--- src/rblc_map.svh ---
// register map, switch positions, message codes and boot constants of the boot loader
`ifndef RBLC_MAP_SVH
`define RBLC_MAP_SVH
`define RBLC_OFF_CTRL      8'h00
`define RBLC_OFF_STATUS    8'h04
`define RBLC_OFF_ADDRSW    8'h08
`define RBLC_OFF_XFER      8'h0c
`define RBLC_CTRL_BOOT     0
`define RBLC_CTRL_MCLR     1
`define RBLC_CTRL_DUPLEX   2
`define RBLC_CTRL_NET_LO   3
`define RBLC_CTRL_RST      3'h0
`define RBLC_ST_UNIT_LO    12
`define RBLC_ST_DUPLEX     16
`define RBLC_ST_NET_LO     17
`define RBLC_ST_RLD_EN     19
`define RBLC_ST_PON_EN     20
`define RBLC_ST_READY      21
`define RBLC_SW_UNIT_LO    0
`define RBLC_SW_DUPLEX     4
`define RBLC_SW_NET_LO     5
`define RBLC_SW_MODE_EN    7
`define RBLC_SW_RLD        8
`define RBLC_SW_PON        9
`define RBLC_MSG_ENTER     2'h1
`define RBLC_MSG_POLL      2'h2
`define RBLC_MSG_LOAD      2'h3
`define RBLC_PTP_NODE      8'h01
`define RBLC_LOOP_BASE     16'h0100
`define RBLC_LOOP_WORD     16'h01ff
`define RBLC_PF_VECTOR     16'h0014
`define RBLC_PF_PSW        16'h00e0
`define RBLC_STOP_WORDS    3
`define RBLC_WORD_STEP     16'h0002
`endif

--- src/rblc_pkg.sv ---
// types shared by the boot loader modules
package rblc_pkg;
  typedef enum logic [8:0] {
    RBLC_IDLE = 9'h001,
    RBLC_STOP = 9'h002,
    RBLC_FIRE = 9'h004,
    RBLC_POLL = 9'h008,
    RBLC_REQ  = 9'h010,
    RBLC_HDR  = 9'h020,
    RBLC_DATA = 9'h040,
    RBLC_GO   = 9'h080,
    RBLC_WAIT = 9'h100
  } rblc_state_t;
  typedef enum logic [1:0] {
    RBLC_NET_PTP_LEGACY = 2'h0,
    RBLC_NET_PTP        = 2'h1,
    RBLC_NET_MP_CTRL    = 2'h2,
    RBLC_NET_MP_TRIB    = 2'h3
  } rblc_net_t;
endpackage : rblc_pkg

--- src/rblc_strap.sv ---
// strap sampler: catches both switch packs once after reset and decodes them
`timescale 1ns/1ps
`include "rblc_map.svh"
module rblc_strap (
  input  wire logic        i_clk,
  input  wire logic        i_rstn,
  input  wire logic [9:0]  i_cfg_sw,
  input  wire logic [7:0]  i_addr_sw,
  output logic             o_ready,
  output logic [3:0]       o_unit,
  output logic             o_mode_en,
  output logic             o_full_duplex,
  output rblc_pkg::rblc_net_t o_net,
  output logic             o_rld_en,
  output logic             o_pon_en,
  output logic [7:0]       o_trib_addr
);
  import rblc_pkg::*;
  logic [9:0] cfg_ff;
  logic [7:0] adr_ff;
  logic       rdy_ff;
  // switches are caught on the first edge after release, then frozen
  always_ff @(posedge i_clk) begin
    if (!i_rstn) begin
      rdy_ff <= 1'b0;
      // cleared so the mode outputs show no unknown before the capture
      cfg_ff <= '0;
      adr_ff <= '0;
    end else if (!rdy_ff) begin
      rdy_ff <= 1'b1;
      cfg_ff <= i_cfg_sw;
      adr_ff <= i_addr_sw;
    end
  end
  assign o_ready       = rdy_ff;
  assign o_unit        = cfg_ff[`RBLC_SW_UNIT_LO +: 4];
  assign o_mode_en     = cfg_ff[`RBLC_SW_MODE_EN];
  assign o_full_duplex = cfg_ff[`RBLC_SW_DUPLEX];
  assign o_net         = rblc_net_t'({cfg_ff[`RBLC_SW_NET_LO+1], cfg_ff[`RBLC_SW_NET_LO]});
  assign o_rld_en      = cfg_ff[`RBLC_SW_RLD];
  assign o_pon_en      = ~cfg_ff[`RBLC_SW_PON];
  assign o_trib_addr   = adr_ff;
endmodule : rblc_strap

--- src/rblc_dma.sv ---
// single-word dma writer into host memory, request held until acknowledged
`timescale 1ns/1ps
module rblc_dma #(
  parameter int AW = 16,
  parameter int DW = 16
) (
  input  wire logic          i_clk,
  input  wire logic          i_rstn,
  input  wire logic          i_start,
  input  wire logic [AW-1:0] i_addr,
  input  wire logic [DW-1:0] i_data,
  input  wire logic          i_ack,
  output logic               o_busy,
  output logic               o_done,
  output logic [AW-1:0]      o_addr,
  output logic [DW-1:0]      o_data
);
  logic busy_ff;
  logic done_ff;
  always_ff @(posedge i_clk) begin
    if (!i_rstn) begin
      busy_ff <= 1'b0;
      done_ff <= 1'b0;
      o_addr  <= '0;
      o_data  <= '0;
    end else begin
      done_ff <= busy_ff & i_ack;
      if (busy_ff && i_ack) begin
        busy_ff <= 1'b0;
      end else if (!busy_ff && i_start) begin
        busy_ff <= 1'b1;
        o_addr  <= i_addr;
        o_data  <= i_data;
      end
    end
  end
  assign o_busy = busy_ff;
  assign o_done = done_ff;
endmodule : rblc_dma

--- src/rblc_top.sv ---
// remote boot loader: maintenance-protocol boot sequencer with host dma and ahb-lite registers
`timescale 1ns/1ps
`include "rblc_map.svh"
// What this block does
// - enter message accepted only after address and password check, then host stopped.
// - stop host by dma of a tight loop, then jump through power-fail vector.
// - after host is stopped, send a request-program message.
// - dma the program into host memory, then start it at the transfer address.
// - power-on boot skips enter step, answers first poll with request-program.
// - software writing boot and master-clear together runs the power-on sequence.
// - four-bit unit number from switches 1..4, readable by the boot program.
// - mode comes from switches when mode-enable switch 8 is one.
// - switches 5,6,7 decode duplex and network kind.
// - power-on boot enabled only when switch 10 is zero.
// - eight-bit tributary address from second switch pack, switch 1 lsb.
// - point-to-point power-on boot does not use the address switches.
// - remote-load boot enabled only when switch 9 is one.
// - address switches are the password an enter message must match.
// - point-to-point node address is always one; switches only guard password.
module rblc_top (
  input  wire logic        I_CLK,
  input  wire logic        I_RSTN,
  input  wire logic        I_HSEL,
  input  wire logic [31:0] I_HADDR,
  input  wire logic [1:0]  I_HTRANS,
  input  wire logic        I_HWRITE,
  input  wire logic [2:0]  I_HSIZE,
  input  wire logic [31:0] I_HWDATA,
  input  wire logic        I_HREADY,
  output logic      [31:0] O_HRDATA,
  output logic             O_HREADYOUT,
  output logic             O_HRESP,
  input  wire logic [9:0]  I_CONFIG_SWITCH_PACK,
  input  wire logic [7:0]  I_ADDRESS_SWITCH_PACK,
  input  wire logic        I_RX_VALID,
  input  wire logic [1:0]  I_RX_KIND,
  input  wire logic [7:0]  I_RX_NODE,
  input  wire logic [7:0]  I_RX_PASSWORD,
  input  wire logic [15:0] I_RX_DATA,
  input  wire logic        I_RX_LAST,
  output logic             O_RX_READY,
  output logic             O_TX_REQ_PROGRAM,
  input  wire logic        I_TX_READY,
  output logic             O_DMA_TRANSFER_REQ,
  output logic      [15:0] O_DMA_TRANSFER_ADDR,
  output logic      [15:0] O_DMA_TRANSFER_DATA,
  input  wire logic        I_DMA_TRANSFER_ACK,
  output logic             O_POWER_FAIL_VECTOR,
  output logic             O_HOST_START,
  output logic      [15:0] O_HOST_START_ADDR,
  output rblc_pkg::rblc_net_t O_NET_MODE,
  output logic             O_FULL_DUPLEX
);
  import rblc_pkg::*;

  // word list that stops the host: loop routine, then vector pc and psw
  function automatic logic [31:0] stop_word(input logic [1:0] idx);
    unique case (idx)
      2'h0:    stop_word = {`RBLC_LOOP_BASE, `RBLC_LOOP_WORD};
      2'h1:    stop_word = {`RBLC_PF_VECTOR, `RBLC_LOOP_BASE};
      default: stop_word = {`RBLC_PF_VECTOR + `RBLC_WORD_STEP, `RBLC_PF_PSW};
    endcase
  endfunction : stop_word

  // strap values
  logic        strap_rdy;
  logic [3:0]  sw_unit;
  logic        sw_mode_en;
  logic        sw_duplex;
  rblc_net_t   sw_net;
  logic        rld_en;
  logic        pon_en;
  logic [7:0]  trib_addr;

  rblc_strap u_strap (
    .i_clk         (I_CLK),
    .i_rstn        (I_RSTN),
    .i_cfg_sw      (I_CONFIG_SWITCH_PACK),
    .i_addr_sw     (I_ADDRESS_SWITCH_PACK),
    .o_ready       (strap_rdy),
    .o_unit        (sw_unit),
    .o_mode_en     (sw_mode_en),
    .o_full_duplex (sw_duplex),
    .o_net         (sw_net),
    .o_rld_en      (rld_en),
    .o_pon_en      (pon_en),
    .o_trib_addr   (trib_addr)
  );

  // state and registers
  rblc_state_t state_ff;
  rblc_state_t nxt_state;
  logic [1:0]  stop_idx_ff;
  logic        need_poll_ff;
  logic        pon_pend_ff;
  logic        invoke_ff;
  logic        sw_duplex_ff;
  logic [1:0]  sw_net_ff;
  logic [15:0] load_addr_ff;
  logic [15:0] xfer_ff;
  logic        rx_rdy_ff;
  logic        tx_ff;
  logic        pf_ff;
  logic        go_ff;

  // ahb-lite slave, zero wait states
  logic        ap_wr_ff;
  logic [7:0]  ap_addr_ff;
  wire         ap_take  = I_HSEL & I_HTRANS[1] & I_HREADY;
  wire  [7:0]  ap_off   = I_HADDR[7:0];
  wire         wr_ctrl  = ap_wr_ff & (ap_addr_ff == `RBLC_OFF_CTRL);
  wire         wr_boot  = wr_ctrl & I_HWDATA[`RBLC_CTRL_BOOT] & I_HWDATA[`RBLC_CTRL_MCLR];
  wire         wr_mclr  = wr_ctrl & I_HWDATA[`RBLC_CTRL_MCLR] & ~I_HWDATA[`RBLC_CTRL_BOOT];

  // active mode: strapped when mode-enable is one, else the software mode
  wire         eff_duplex = sw_mode_en ? sw_duplex : sw_duplex_ff;
  wire  [1:0]  eff_net    = sw_mode_en ? sw_net : sw_net_ff;
  wire         is_ptp     = ~eff_net[1];
  // point-to-point node is fixed at one; switches then only guard the password
  wire  [7:0]  my_node    = is_ptp ? `RBLC_PTP_NODE : trib_addr;
  wire         node_hit   = (I_RX_NODE == my_node);

  wire  [31:0] rd_status = {10'h0, strap_rdy, pon_en, rld_en, eff_net, eff_duplex,
                            sw_unit, 3'h0, state_ff};
  wire  [31:0] rd_ctrl   = {27'h0, sw_net_ff, sw_duplex_ff, 2'h0};
  wire  [31:0] rd_mux    = (ap_off == `RBLC_OFF_CTRL)   ? rd_ctrl :
                           (ap_off == `RBLC_OFF_STATUS) ? rd_status :
                           (ap_off == `RBLC_OFF_ADDRSW) ? {24'h0, trib_addr} :
                           (ap_off == `RBLC_OFF_XFER)   ? {16'h0, xfer_ff} : 32'h0;

  always_ff @(posedge I_CLK) begin
    if (!I_RSTN) begin
      ap_wr_ff     <= 1'b0;
      ap_addr_ff   <= 8'h00;
      O_HRDATA     <= 32'h0;
      O_HREADYOUT  <= 1'b0;
      O_HRESP      <= 1'b0;
      sw_duplex_ff <= 1'(`RBLC_CTRL_RST >> `RBLC_CTRL_DUPLEX);
      sw_net_ff    <= 2'h0;
    end else begin
      O_HREADYOUT <= 1'b1;
      ap_wr_ff    <= ap_take & I_HWRITE;
      ap_addr_ff  <= ap_off;
      if (ap_take && !I_HWRITE) begin
        O_HRDATA <= rd_mux;
      end
      if (wr_ctrl) begin
        sw_duplex_ff <= I_HWDATA[`RBLC_CTRL_DUPLEX];
        sw_net_ff    <= I_HWDATA[`RBLC_CTRL_NET_LO +: 2];
      end
    end
  end

  // message handshakes
  wire rx_take   = I_RX_VALID & rx_rdy_ff;
  wire is_enter  = rx_take & (I_RX_KIND == `RBLC_MSG_ENTER);
  wire is_poll   = rx_take & (I_RX_KIND == `RBLC_MSG_POLL) & node_hit;
  wire is_load   = rx_take & (I_RX_KIND == `RBLC_MSG_LOAD);
  // remote-load boot needs the strap enable, our node and the password
  wire enter_ok  = is_enter & rld_en & node_hit & (I_RX_PASSWORD == trib_addr);
  wire tx_done   = tx_ff & I_TX_READY;

  // dma engine
  logic        dma_busy;
  logic        dma_done;
  wire  [31:0] sw_word   = stop_word(stop_idx_ff);
  wire         stop_kick = (state_ff == RBLC_STOP) & ~dma_busy;
  wire         data_kick = (state_ff == RBLC_DATA) & is_load & ~I_RX_LAST;
  wire  [15:0] dma_addr  = stop_kick ? sw_word[31:16] : load_addr_ff;
  wire  [15:0] dma_data  = stop_kick ? sw_word[15:0] : I_RX_DATA;

  rblc_dma #(
    .AW (16),
    .DW (16)
  ) u_dma (
    .i_clk   (I_CLK),
    .i_rstn  (I_RSTN),
    .i_start (stop_kick | data_kick),
    .i_addr  (dma_addr),
    .i_data  (dma_data),
    .i_ack   (I_DMA_TRANSFER_ACK),
    .o_busy  (O_DMA_TRANSFER_REQ),
    .o_done  (dma_done),
    .o_addr  (O_DMA_TRANSFER_ADDR),
    .o_data  (O_DMA_TRANSFER_DATA)
  );
  assign dma_busy = O_DMA_TRANSFER_REQ;

  wire last_stop = (stop_idx_ff == 2'(`RBLC_STOP_WORDS - 1));

  // sequencer
  always_comb begin
    nxt_state = state_ff;
    unique case (state_ff)
      RBLC_IDLE: begin
        // nothing runs before the switches are caught
        if (strap_rdy && (invoke_ff || (pon_pend_ff && pon_en))) begin
          nxt_state = RBLC_STOP;
        end else if (enter_ok) begin
          nxt_state = RBLC_STOP;
        end
      end
      RBLC_STOP: begin
        if (stop_kick && last_stop) begin
          nxt_state = RBLC_WAIT;
        end
      end
      RBLC_WAIT: begin
        if (dma_done) begin
          nxt_state = RBLC_FIRE;
        end
      end
      RBLC_FIRE: begin
        nxt_state = need_poll_ff ? RBLC_POLL : RBLC_REQ;
      end
      RBLC_POLL: begin
        if (is_poll) begin
          nxt_state = RBLC_REQ;
        end
      end
      RBLC_REQ: begin
        if (tx_done) begin
          nxt_state = RBLC_HDR;
        end
      end
      RBLC_HDR: begin
        if (is_load) begin
          nxt_state = I_RX_LAST ? RBLC_GO : RBLC_DATA;
        end
      end
      RBLC_DATA: begin
        if (is_load && I_RX_LAST) begin
          nxt_state = RBLC_GO;
        end
      end
      RBLC_GO: begin
        if (!dma_busy) begin
          nxt_state = RBLC_IDLE;
        end
      end
      default: nxt_state = RBLC_IDLE;
    endcase
    if (wr_mclr) begin
      nxt_state = RBLC_IDLE;
    end
  end

  wire nxt_accepts = (nxt_state == RBLC_IDLE) | (nxt_state == RBLC_POLL) |
                     (nxt_state == RBLC_HDR) | (nxt_state == RBLC_DATA);
  wire starting    = (state_ff == RBLC_IDLE) & (nxt_state == RBLC_STOP);

  always_ff @(posedge I_CLK) begin
    if (!I_RSTN) begin
      state_ff     <= RBLC_IDLE;
      stop_idx_ff  <= 2'h0;
      need_poll_ff <= 1'b0;
      pon_pend_ff  <= 1'b1;
      invoke_ff    <= 1'b0;
      load_addr_ff <= 16'h0;
      xfer_ff      <= 16'h0;
      rx_rdy_ff    <= 1'b0;
      tx_ff        <= 1'b0;
      pf_ff        <= 1'b0;
      go_ff        <= 1'b0;
    end else begin
      state_ff  <= nxt_state;
      // hold off the line while a word is still going to memory
      rx_rdy_ff <= strap_rdy & nxt_accepts & ~rx_take & (~dma_busy | dma_done);
      pf_ff     <= (state_ff == RBLC_WAIT) & dma_done;
      tx_ff     <= (nxt_state == RBLC_REQ) & ~tx_done;
      go_ff     <= (state_ff == RBLC_GO) & ~dma_busy;
      // a new request in the cycle it is consumed still wins
      if (wr_boot) begin
        invoke_ff <= 1'b1;
      end else if (starting) begin
        invoke_ff <= 1'b0;
      end
      if (strap_rdy && (starting || !pon_en)) begin
        pon_pend_ff <= 1'b0;
      end
      if (starting) begin
        stop_idx_ff  <= 2'h0;
        need_poll_ff <= ~enter_ok | invoke_ff | (pon_pend_ff & pon_en);
      end else if (stop_kick) begin
        stop_idx_ff <= stop_idx_ff + 2'h1;
      end
      if (state_ff == RBLC_HDR && is_load) begin
        load_addr_ff <= I_RX_DATA;
        if (I_RX_LAST) begin
          xfer_ff <= I_RX_DATA;
        end
      end else if (data_kick) begin
        load_addr_ff <= load_addr_ff + `RBLC_WORD_STEP;
      end else if (state_ff == RBLC_DATA && is_load) begin
        xfer_ff <= I_RX_DATA;
      end
    end
  end

  // mode outputs registered here so the top drives them from flops
  always_ff @(posedge I_CLK) begin
    if (!I_RSTN) begin
      O_NET_MODE        <= RBLC_NET_PTP_LEGACY;
      O_FULL_DUPLEX     <= 1'b0;
      O_HOST_START_ADDR <= 16'h0;
    end else begin
      O_NET_MODE    <= rblc_net_t'(eff_net);
      O_FULL_DUPLEX <= eff_duplex;
      if ((state_ff == RBLC_GO) && !dma_busy) begin
        O_HOST_START_ADDR <= xfer_ff;
      end
    end
  end

  assign O_RX_READY          = rx_rdy_ff;
  assign O_TX_REQ_PROGRAM    = tx_ff;
  assign O_POWER_FAIL_VECTOR = pf_ff;
  assign O_HOST_START        = go_ff;
endmodule : rblc_top

--- config.mk ---
export PLATFORM = sky130hd
export DESIGN_NAME = rblc_top
export DESIGN_NICKNAME = d
export VERILOG_FILES = /design/src/rblc_pkg.sv /design/src/rblc_strap.sv /design/src/rblc_dma.sv /design/src/rblc_top.sv
export VERILOG_INCLUDE_DIRS = /design/src /design/src/src
export SDC_FILE = /design/constraint.sdc
export NUM_CORES = 1
export LEC_CHECK = 0
export ABC_CLOCK_PERIOD_IN_PS = 3000
export BUFFER_PORTS_ARGS = -buffer_cell sky130_fd_sc_hd__buf_2
export CAP_MARGIN = 20
export CORE_ASPECT_RATIO = 0.5
export CORE_MARGIN = 2
export CORE_UTILIZATION = 50
export CTS_CLUSTER_DIAMETER = 80
export DETAILED_ROUTE_END_ITERATION = 10
export PLACE_DENSITY = 0.78
export RECOVER_POWER = 100
export SYNTH_ARGS = -nofsm -noshare
export SYNTH_HDL_FRONTEND = slang
export SYNTH_SLANG_ARGS = --single-unit
export TNS_END_PERCENT = 100
--- constraint.sdc ---
create_clock -name I_CLK -period 3 [get_ports I_CLK]
set_clock_uncertainty 0.2 [all_clocks]
set_input_delay 0.3 -clock I_CLK [delete_from_list [all_inputs] [get_ports I_CLK]]
set_output_delay 0.3 -clock I_CLK [all_outputs]
set_load 0.01 [all_outputs]
* Yosys cells after proc, flatten, opt, wreduce, memory -nomap -nowiden
Index checks and enable logic that the tools add are counted.
** Word-level totals
- Register bits after elaboration :: 166
- Input port bits :: 130
** Operators by class
- Add/sub/neg operators :: 2
- Equality and inequality tests :: 27
- Mux-type cells :: 32
- Bitwise logic cells :: 45
- Reduce and logical (&&, ||, !) cells :: 25
** Operators by type and width (number)
- $mux 16 :: 10
- $mux 9 :: 10
- $pmux 9 s9 :: 1
- $pmux 25 s2 :: 1
- $mux 22 :: 2
- $and 1x1->1 :: 29
- $eq 9x1->1 const B :: 2
- $eq 9x2->1 const B :: 2
- $eq 9x4->1 const B :: 2
- $eq 9x5->1 const B :: 2
- $eq 9x6->1 const B :: 2
- $eq 9x7->1 const B :: 2
- $add 16x2->16 const B :: 1
- $eq 8x4->1 const B :: 2
- $eq 8x8->1 :: 2
- $logic_not 8->1 :: 2
- $mux 8 :: 2
- $logic_and 1x1->1 :: 11
- $eq 9x3->1 const B :: 1
- $eq 9x8->1 const B :: 1
- $eq 9x9->1 const B :: 1
- $not 1->1 :: 9
- $eq 8x3->1 const B :: 1
- $or 1x1->1 :: 7
- other kinds (15) :: 26

* Depth between registers and ports, before layout
Gate-level depths: netlist (run 1).
- Word-level depth :: 16
- Mapped depth :: 9

* Modules after synthesis
A second synthesis (run 1) with hierarchy kept.
** Second synthesis, totals
- Cell total of the unflattened synthesis :: 863
- Area total of the unflattened synthesis :: 7479.7 µm²
** Modules (own cells, without submodules)
- rblc_top :: instances 1, cells an instance 653, area an instance 5361.4 µm², sequential area each 2082.0 µm²
- rblc_dma :: instances 1, cells an instance 145, area an instance 1361.3 µm², sequential area each 680.7 µm²
- rblc_strap :: instances 1, cells an instance 65, area an instance 757.0 µm², sequential area each 380.4 µm²

* Worst setup path before layout (run 1)
OpenSTA, ideal clock, no wires.
- Path type :: flip-flop to flip-flop
- Start point :: reg state_ff[0]
- End point :: reg load_addr_ff[6]
- Data arrival time :: 1.939 ns
- Required time :: 2.672 ns
- Setup slack :: 0.733 ns
- Cell stages (with the launch flop) :: 10
- Path buffers :: 2
- Period minus slack after synthesis :: 2.267 ns
- Cell sequence :: dfxtp_1 > buf_2 > or4_4 > nor3_4 > and2_1 > buf_6 > or2b_2 > o21ai_1 > a221oi_1 > nor2_1
** On the way
- Word-level cells in the longest chain between the ends :: 4
- Elaborated cells between the ends (all ways) :: 7
- Classes of those cells :: 2 x eq/ne; 1 x mux; 2 x bitwise; 2 x reduce/logical
** Ends and longest elaborated chain
- start, declared :: line rblc_top.sv:91 : rblc_state_t state_ff;
- start signal, assigned :: line rblc_top.sv:266 : state_ff <= nxt_state;
- $eq 9x7->1 :: line rblc_top.sv:168 : wire data_kick = (state_ff == RBLC_DATA) & is_load & ~I_RX_LAST;
- $and 1x1->1 (2 in a row) :: line rblc_top.sv:168
- $reduce_bool 2->1 (no source line)
- end signal, assigned :: line rblc_top.sv:293 : load_addr_ff <= load_addr_ff + `RBLC_WORD_STEP;
- end, declared :: line rblc_top.sv:99 : logic [15:0] load_addr_ff;
Parallel ways exist; a longest one is shown, timed or not.
A chain may end at the register's enable or synchronous reset.

* Worst setup path in the final report (run 1)
- Start point :: reg u_strap.cfg_ff[7]
- End point :: reg stop_idx_ff[1]
** On the way
- Word-level cells in the longest chain between the ends :: 12
- Elaborated cells between the ends (all ways) :: 14
- Classes of those cells :: 2 x eq/ne; 7 x mux; 4 x bitwise; 1 x reduce/logical
** Ends and longest elaborated chain
- start, declared :: line rblc_strap.sv:19 : logic [9:0] cfg_ff;
- start signal, assigned :: line rblc_strap.sv:31 : cfg_ff <= i_cfg_sw;
- $mux 2 * :: line rblc_top.sv:117 : wire [1:0] eff_net = sw_mode_en ? sw_net : sw_net_ff;
- $mux 8 * :: line rblc_top.sv:120 : wire [7:0] my_node = is_ptp ? `RBLC_PTP_NODE : trib_addr;
- $eq 8x8->1 * :: line rblc_top.sv:121 : wire node_hit = (I_RX_NODE == my_node);
- $and 1x1->1 (2 in a row) :: line rblc_top.sv:160 : wire enter_ok = is_enter & rld_en & node_hit & (I_RX_PASSWORD == trib_addr);
- $mux 9 :: line rblc_top.sv:199 : end else if (enter_ok) begin
- $mux 9 :: line rblc_top.sv:197 : if (strap_rdy && (invoke_ff || (pon_pend_ff && pon_en))) begin
- $pmux 9 s9 * :: line rblc_top.sv:194 : unique case (state_ff)
- $mux 9 * :: line rblc_top.sv:243 : if (wr_mclr) begin
- $eq 9x2->1 * :: line rblc_top.sv:250 : wire starting = (state_ff == RBLC_IDLE) & (nxt_state == RBLC_STOP);
- $and 1x1->1 * :: line rblc_top.sv:250
- $reduce_or 2->1 (no source line) *
- end signal, assigned :: line rblc_top.sv:285 : stop_idx_ff <= stop_idx_ff + 2'h1;
- end, declared :: line rblc_top.sv:93 : logic [1:0] stop_idx_ff;
Every way passes the cells marked *; elsewhere a longest branch is shown, timed or not.

==> reports/results.md, run 1 <==
| Stage | Quantity | This run |
|:---|:---|:---|
| timing | Tightest Pin Transition | 1.179 ns |
| global routing | Pin count of the biggest net entering global routing | 86 |
| critical path | Critical register-to-register path endpoint | stop_idx_ff[1] |
| clock network | CTS sink cnt | 156 |
| timing | Final total negative setup slack | 0 ns |
| detailed routing | Antenna viol nets, final | 0 |
| critical path | Biggest cell delay along the critical path | 0.50 ns |
| logic synthesis | Area of the mapped netlist | 6914 sq um |
| timing | Final setup violation count | 0 |
| timing | Relative slew slack | 21.42% |
| logic synthesis | FF+latch count, synth | 156 |
| timing | RSZ-0062 raised after global routing | no |
| critical path | End point of the critical path | stop_idx_ff[1] |
| logic synthesis | Instance count of the mapped netlist | 829 |
| clock network | Total CTS buffers | 17 |
| die | Core ar. | 13510 sq um |
| layout | Total number of nets in the final design | 1146 |
| die | Initial cell density of the core | 51.17% |
| run | MaxCap Viol Count | 0 |
| critical path | Slowest cell on crit path | dfxtp_1 |
| logic synthesis | Synth async-reset ratio | 0% |
| timing | Post-route worst hold slack | 0.004680 ns |
| detailed routing | Vias per Instance | 5.562 |
| timing | Minimum clock period | 2.758 ns |
| die | Overall die width | 170.3 microns |
| layout | # diodes | 0 |
| critical path | Flop2flop setup slack | 0.24 ns |
| hold path | Hold Crit Class | in -> reg |
| power and ir drop | Cell area power density | 552.9 nW/um^2 |
| detailed routing | Pre-antenna DRT Iters | 5 |
| global routing | Number of global-route vias before repair | 6155 |
| clock network | TritonCTS clock tree | built |
| logic synthesis | Avg Inst Size Synth | 8.340 sq um |
| critical path | Arrival time of data at the critical path endpoint | 2.81 ns |
| timing | Slew Viols, Final | 0 |
| die | # rows | 30 |
| detailed routing | Count of unresolved DRC violations after routing | 0 |
| timing | Peak clock frequency supported by timing | 362.6 MHz |
| run status | Run status | completed |
| clock network | CTS H-tree depth | 4 |
| layout | Area grow syn2layout | 25.28% |
| global routing | Global-route congestion overflow total | 0 |
| detailed routing | Routed Wire Length | 19.77 mm |
| placement | IO buf count | 153 |
| logic synthesis | Part of the Yosys area used for sequential elements | 45.17% |
| power and ir drop | Peak supply drop | 0.5174 mV |
| detailed routing | First DRT Iteration DRCs | 802 |
| detailed routing | Drt wl/cell | 16.49 microns |
| critical path | Most Frequent Cell on Critical Path | nor3_1 |
| die | Die Footprint | 14840 sq um |
| layout | Number of cells in the finished layout apart from fillers | 1199 |
| layout | Fraction of layout instances using a drive strength above 1 | 13.78% |
| global routing | Overall fraction of global-route tracks in use | 26.30% |
| placement | Final GP Congestion | 0.9192 |
| clock network | Root cell of the clock tree | clkbuf_16 |
| critical path | Number of cells traversed by the worst register-to-register path | 8 |
| critical path | Startpoint kind of the worst setup timing path | flip-flop |
| critical path | Required time worst endpoint | 3.06 ns |
| critical path | R2R Path Start | u_strap.cfg_ff[7] |
| logic synthesis | Count of unique library cells instantiated by Yosys | 66 |
| detailed routing | Overall via count from detail_route | 6669 |
| layout | Filler Cell Count | 1145 |
| global routing | Global-route wire length before repair | 30.75 mm |
| logic synthesis | Top_reg_cell synth | dfxtp_1 |
| placement | Half-perimeter wire length after placement | 13.64 mm |
| hold path | Cell count of the worst hold path | 4 |
| timing | Final critical-path share of the clock period | 91.92% |
| clock network | CTS clock-pin slew for the worst setup and hold paths | 0.06 ns |
| logic synthesis | Warning count from the yosys run | 0 |
| critical path | Critical path, cell by cell | mux2i_4 -> nor3b_1 -> nor4_1 -> and4_1 -> a21oi_2 -> nor3_1 -> buf_4 -> nor3_1 |
| logic synthesis | Number of flops mapped to enable cells by yosys | 0 |
| critical path | Largest driver fanout on the critical path | 8 |
| clock network | Clock insertion delay at the later pin of the skew report | 0.41 ns |
| critical path | Kind of end point of the critical path | flip-flop |
| critical path | Launch point of the critical path | u_strap.cfg_ff[7] |
| die | Top-level I/O count | 220 |
| global routing | Initial antenna violation count | 0 |
| clock network | Clock buffer depth | 2 |
| timing | Total count of hold-check failures in the final report | 0 |
| placement | Placed cell count | 1120 |
| critical path | Category of the most critical setup path | reg -> reg |
| power and ir drop | Static leakage | 3.255 nW |
| die | Die Ht | 87.15 microns |
| clock network | Cells resized by post-CTS repair | 0 |
Yosys cell counts (10+ instances only):
master,count,share of area [%]
nand2_1,130,7.1
dfxtp_1,156,45
a22oi_1,12,1.3
nor3_1,14,1.0
buf_2,10,0.72
clkbuf_1,31,1.7
nor2_1,93,5.0
inv_1,11,0.60
mux2i_1,24,3.5
a21oi_1,100,7.2
xnor2_1,11,1.4
and2_1,13,1.2
buf_4,16,1.7
nand3_1,30,2.2
nor4_1,11,1.0
o21ai_0,32,2.3
layout by cell type (no fill, tap or decap), drive strengths merged, types with 3 or more instances in the layout:
master,n
o32ai,3
ha,6
nor2b,7
mux2,5
inv,17
xnor2,11
nand4,5
nor4,12
a222oi,5
dfxtp,156
conb,11
a21o,3
a21oi,103
nor2,93
a21boi,3
o211ai,8
nand3,30
nand4b,3
a22oi,12
or2,3
clkbuf,103
clkinvlp,5
and3,8
dlygate4sd3,47
buf,85
mux2i,25
nor3,15
a211oi,4
nor3b,6
nand2b,6
mux4,3
nand2,131
o21ai,36
a31oi,8
and2,13
a221oi,6
cell type report:
cell class | instances | area, sq um | area share, %
inverters | 12 | 46.29 | 0.5345
clock buffers | 20 | 466.7 | 5.388
repair buffers | 215 | 1244 | 14.36
clock inverters | 12 | 123.9 | 1.430
well taps | 176 | 220.2 | 2.542
flip-flops and latches | 156 | 3123 | 36.05
multi-input cells | 608 | 3438 | 39.69
registers in the layout, summed over array words and instances, names as in the netlist, 8 cells and up:
| signal | flops |
|---|---|
| u_strap.cfg_ff | 10 |
| O_HRDATA | 22 |
| u_dma.o_addr | 16 |
| u_strap.o_trib_addr | 8 |
| u_dma.o_data | 16 |
| load_addr_ff | 16 |
| ap_addr_ff | 8 |
| O_HOST_START_ADDR | 16 |
| state_ff | 9 |
| xfer_ff | 16 |
cells by family (layout without fill, tap and decap cells):
logic type / count (synthesis) / count (layout) / synth area share, %
buffers and inverters: 75 / 259 / 5.447
muxes: 33 / 33 / 5.646
xor gates and xnor gates: 13 / 13 / 1.647
adders and majority gates: 6 / 6 / 1.086
other: 1 / 11 / 0.05424
AOI/OAI and AO/OA: 203 / 203 / 17.93
DFF: 156 / 156 / 45.17
and+or+nand+nor: 342 / 342 / 23.02
worst max-delay path, delay by kind of cell, from the launching register on:
family          cells  cell delay, ns
mux                 1            0.40
compound gates      1            0.12
buf+inv             1            0.21
simple gates        5            1.16
flops               1            0.50
power by group:
part	internal [mW]	leakage, nW	total, mW	switching [mW]
Clock	1.23	0.279	2.12	0.894
Combinational	0.206	1.71	0.488	0.282
Sequential	2.12	1.26	2.18	0.0545
Total	3.56	3.26	4.79	1.23
worst min path at each step:
stage                               from              endpoint
floorplan                         I_RSTN       u_strap.o_ready
global placement         u_dma.o_addr[9]       u_dma.o_addr[9]
detailed placement  O_HOST_START_ADDR[6]  O_HOST_START_ADDR[6]
CTS                           I_TX_READY      O_TX_REQ_PROGRAM
global route                  I_TX_READY      O_TX_REQ_PROGRAM
finish                        I_TX_READY      O_TX_REQ_PROGRAM
stage by stage:
stage               power (mW)  setup slack, ns  cell area [sq um]  utilization [%]
floorplan                2.520           0.7334               6952                -
global placement         2.662           0.3731               7732            57.22
detailed placement       2.670           0.2916               7732            57.22
CTS                      4.822           0.2866               8793            65.07
global route             4.963          0.07957               8662            64.10
finish                   4.789           0.2424               8662            64.10
routing by layer:
| metal | vias to the layer above | global-route usage [%] | part of all wire (%) |
|---|---|---|---|
| met3 | 25 | 5.179 | 7.2 |
| met2 | 282 | 43.35 | 45 |
| met4 | 0 | 7.925 | 1.6 |
| met1 | 3110 | 35.36 | 46 |
| li1 | 3252 | - | - |
| met5 | - | 0 | 0 |
timing repair:
item | CTS | global route
hold buffers | 47 | 0
buffers inserted | 0 | 0
hold endpoints to repair | 60 | 0
(Power assumes the default switching activity.)
==> run 2: changes to the inputs <==
--- a/config.mk
+++ b/config.mk
@@ -6,7 +6,7 @@
 export SDC_FILE = /design/constraint.sdc
 export NUM_CORES = 1
 export LEC_CHECK = 0
-export ABC_CLOCK_PERIOD_IN_PS = 3000
+export ABC_CLOCK_PERIOD_IN_PS = 2750
 export BUFFER_PORTS_ARGS = -buffer_cell sky130_fd_sc_hd__buf_2
 export CAP_MARGIN = 20
 export CORE_ASPECT_RATIO = 0.5
@@ -14,7 +14,7 @@
 export CORE_UTILIZATION = 50
 export CTS_CLUSTER_DIAMETER = 80
 export DETAILED_ROUTE_END_ITERATION = 10
-export PLACE_DENSITY = 0.78
+export PLACE_DENSITY_LB_ADDON = 0.15
 export RECOVER_POWER = 100
 export SYNTH_ARGS = -nofsm -noshare
 export SYNTH_HDL_FRONTEND = slang
==> constraint.sdc (replaced) <==
create_clock -name I_CLK -period 2.75 [get_ports I_CLK]
set_clock_uncertainty 0.2 [all_clocks]
set_input_delay 0.275 -clock I_CLK [delete_from_list [all_inputs] [get_ports I_CLK]]
set_output_delay 0.275 -clock I_CLK [all_outputs]
set_load 0.01 [all_outputs]
==> run 2 against run 1 <==
Die area unchanged. Worst setup slack worse by 0.10 ns. Global-route usage down 0.28 points. Non-clock buffer count up 10. Combinational power up 13%. First-iteration DRC count down 32%. Hold slack better by 0.021 ns. Core utilization up 0.50 points. Cell count up 0.83%. Maximum frequency up 5.6%. Wire length down 1.1%.
==> reports/results.md, run 2 (synthesis gave the netlist of run 1 again) <==
| Stage | Quantity | This run |
|:---|:---|:---|
| run status | Run status | completed |
| power and ir drop | Internal power summed over all cells | 3.817 mW |
| critical path | Slowest cell on crit path | or4_4 |
| power and ir drop | Sw Share | 26.40% |
| layout | Number of cells in the finished layout apart from fillers | 1209 |
| timing | RSZ-0062 raised after global routing | no |
| timing | Final total negative setup slack | 0 ns |
| detailed routing | Antenna viol nets, final | 0 |
| run | MaxCap Viol Count | 0 |
| power and ir drop | Cell area power density | 594.1 nW/um^2 |
| timing | Total count of hold-check failures in the final report | 0 |
| global routing | Pin count of the biggest net entering global routing | 97 |
| hold path | Hold path endpoint | invoke_ff |
| timing | Relative slew slack | 32.97% |
| timing | Final setup violation count | 0 |
| timing | Peak clock frequency supported by timing | 382.9 MHz |
| die | Overall die width | 170.3 microns |
| detailed routing | Count of unresolved DRC violations after routing | 0 |
| clock network | CTS clock-pin slew for the worst setup and hold paths | 0.07 ns |
| die | Die Footprint | 14840 sq um |
| detailed routing | First DRT Iteration DRCs | 543 |
| critical path | Biggest cell delay along the critical path | 0.60 ns |
| placement | Half-perimeter wire length after placement | 13.65 mm |
| global routing | Global-route wire length before repair | 30.22 mm |
| clock network | CTS sink cnt | 156 |
| timing | Minimum clock period | 2.612 ns |
| die | # rows | 30 |
| critical path | Category of the most critical setup path | reg -> reg |
| critical path | R2R Path Start | state_ff[1] |
| critical path | Number of buffers and inverters on the critical path | 2 |
| critical path | Critical path, cell by cell | or4_4 -> nor3_4 -> clkbuf_4 -> and2_1 -> clkbuf_2 -> mux2i_1 -> nor2_1 |
| die | Die Ht | 87.15 microns |
| clock network | CTS H-tree depth | 4 |
| global routing | Global-route congestion overflow total | 0 |
| clock network | Clock buffer depth | 2 |
| layout | Top library cells by usage in the layout, fill and taps aside | 156 x dfxtp_1, 130 x nand2_1, 102 x a21oi_1, 93 x nor2_1, 85 x clkbuf_1 |
| die | Top-level I/O count | 220 |
| layout | Total number of nets in the final design | 1156 |
| global routing | Number of global-route vias before repair | 5905 |
| layout | Final design instance area without fill | 8730 sq um |
| hold path | Hold_sp | I_HWDATA[1] |
| power and ir drop | Net switching power | 1.369 mW |
| critical path | Flop2flop setup slack | 0.14 ns |
| layout | Leading cell type in the layout, fill and taps excluded | dfxtp_1 |
| hold path | Cell count of the worst hold path | 5 |
| placement | Placed cell count | 1126 |
| placement | IO buf count | 153 |
| clock network | Root cell of the clock tree | clkbuf_16 |
| critical path | Crit path max-delay family | simple AND/OR/NAND/NOR gates |
| placement | Final GP Congestion | 0.9245 |
| layout | Area grow syn2layout | 26.26% |
| detailed routing | Overall via count from detail_route | 6712 |
| global routing | Overall fraction of global-route tracks in use | 26.01% |
| detailed routing | Pre-antenna DRT Iters | 6 |
| global routing | Initial antenna violation count | 0 |
| critical path | Number of cells traversed by the worst register-to-register path | 7 |
| critical path | Largest driver fanout on the critical path | 16 |
| critical path | Kind of end point of the critical path | flip-flop |
| detailed routing | Routed Wire Length | 19.55 mm |
| layout | Register with the most flip-flops | O_HRDATA |
| clock network | Total CTS buffers | 17 |
| critical path | Critical register-to-register path endpoint | load_addr_ff[0] |
| power and ir drop | Proportion of power drawn by the clock network | 43.5% |
| placement | Placement-stage cell area | 7790 sq um |
| layout | Filler Cell Count | 1217 |
| layout | Fraction of layout instances using a drive strength above 1 | 14.23% |
| hold path | Hold Crit Class | in -> reg |
| die | Initial cell density of the core | 51.17% |
| layout | Max reg flops | 22 |
| clock network | TritonCTS clock tree | built |
| detailed routing | Drt wl/cell | 16.17 microns |
| layout | # diodes | 0 |
| critical path | Required time worst endpoint | 2.84 ns |
| timing | Tightest Pin Transition | 1.005 ns |
| power and ir drop | Peak supply drop | 0.4194 mV |
| power and ir drop | Static leakage | 3.287 nW |
| timing | Slew Viols, Final | 0 |
| critical path | Startpoint kind of the worst setup timing path | flip-flop |
| die | Core ar. | 13510 sq um |
| power and ir drop | Combinational share of power | 10.6% |
| detailed routing | Vias per Instance | 5.552 |
| timing | Final critical-path share of the clock period | 94.98% |
| critical path | Arrival time of data at the critical path endpoint | 2.70 ns |
| clock network | Clock insertion delay at the later pin of the skew report | 0.41 ns |
| power and ir drop | Part of the power in registers | 45.9% |
-- run 2: final cells by class --
cell class              instances  area [sq um]  share of cell area (%)
multi-input cells             608          3443                   39.44
clock buffers                  18         429.2                   4.916
repair buffers                225          1331                   15.25
well taps                     176         220.2                   2.523
clock inverters                14         136.4                   1.562
inverters                      12         46.29                  0.5303
flip-flops and latches        156          3123                   35.77
-- run 2: how the worst max path moves through the flow --
| stage | from | to | slack, ns | cells after the start |
|---|---|---|---|---|
| floorplan | state_ff[0] | load_addr_ff[6] | 0.48 | 9 |
| global placement | u_strap.cfg_ff[7] | O_RX_READY | 0.22 | 7 |
| detailed placement | u_strap.cfg_ff[7] | O_RX_READY | 0.18 | 7 |
| CTS | u_strap.cfg_ff[7] | O_RX_READY | 0.12 | 7 |
| global route | u_strap.cfg_ff[7] | stop_idx_ff[1] | 0.04 | 8 |
| finish | state_ff[1] | load_addr_ff[0] | 0.14 | 7 |
-- run 2: timing repair --
| item | in CTS | in global routing |
|---|---|---|
| hold buffers | 48 | 0 |
| hold endpoints to repair | 65 | 0 |
| setup buffers | 0 | 3 |
| gates resized for setup | 0 | 2 |
| setup endpoints to repair | 0 | 6 |
-- run 2: worst min-delay path, stage by stage --
cell	delay [ns]
buf_2	0.10
inv_1	0.06
nor2_1	0.05
nand2_1	0.05
a21oi_1	0.05
-- run 2: metal layers --
metal,global-route usage (%),vias up,part of all wire (%)
met2,40.87,265,43
li1,-,3271,-
met5,0,-,0
met4,6.760,0,1.2
met3,4.407,19,7.3
met1,37.38,3157,48
-- run 2: per-stage QoR --
stage	setup WS, ns	utilization, %	hold slack [ns]	power (mW)
finish	0.1380	64.60	0.02531	5.186
CTS	0.1214	65.39	0.01186	5.214
detailed placement	0.1796	57.65	0.2409	2.921
global route	0.04051	64.60	0.07124	5.366
global placement	0.2248	57.65	0.2372	2.914
floorplan	0.4834	-	0.1027	2.749
-- run 2: power by group through the flow --
stage                     combinational, mW  sequential [mW]  clock, mW
final                                 0.550             2.38       2.26
after global routing                  0.599             2.38       2.38
after CTS                             0.552             2.38       2.29
after detailed placement              0.495             2.43          0
after global placement                0.491             2.42          0
after floorplan                       0.345             2.40          0
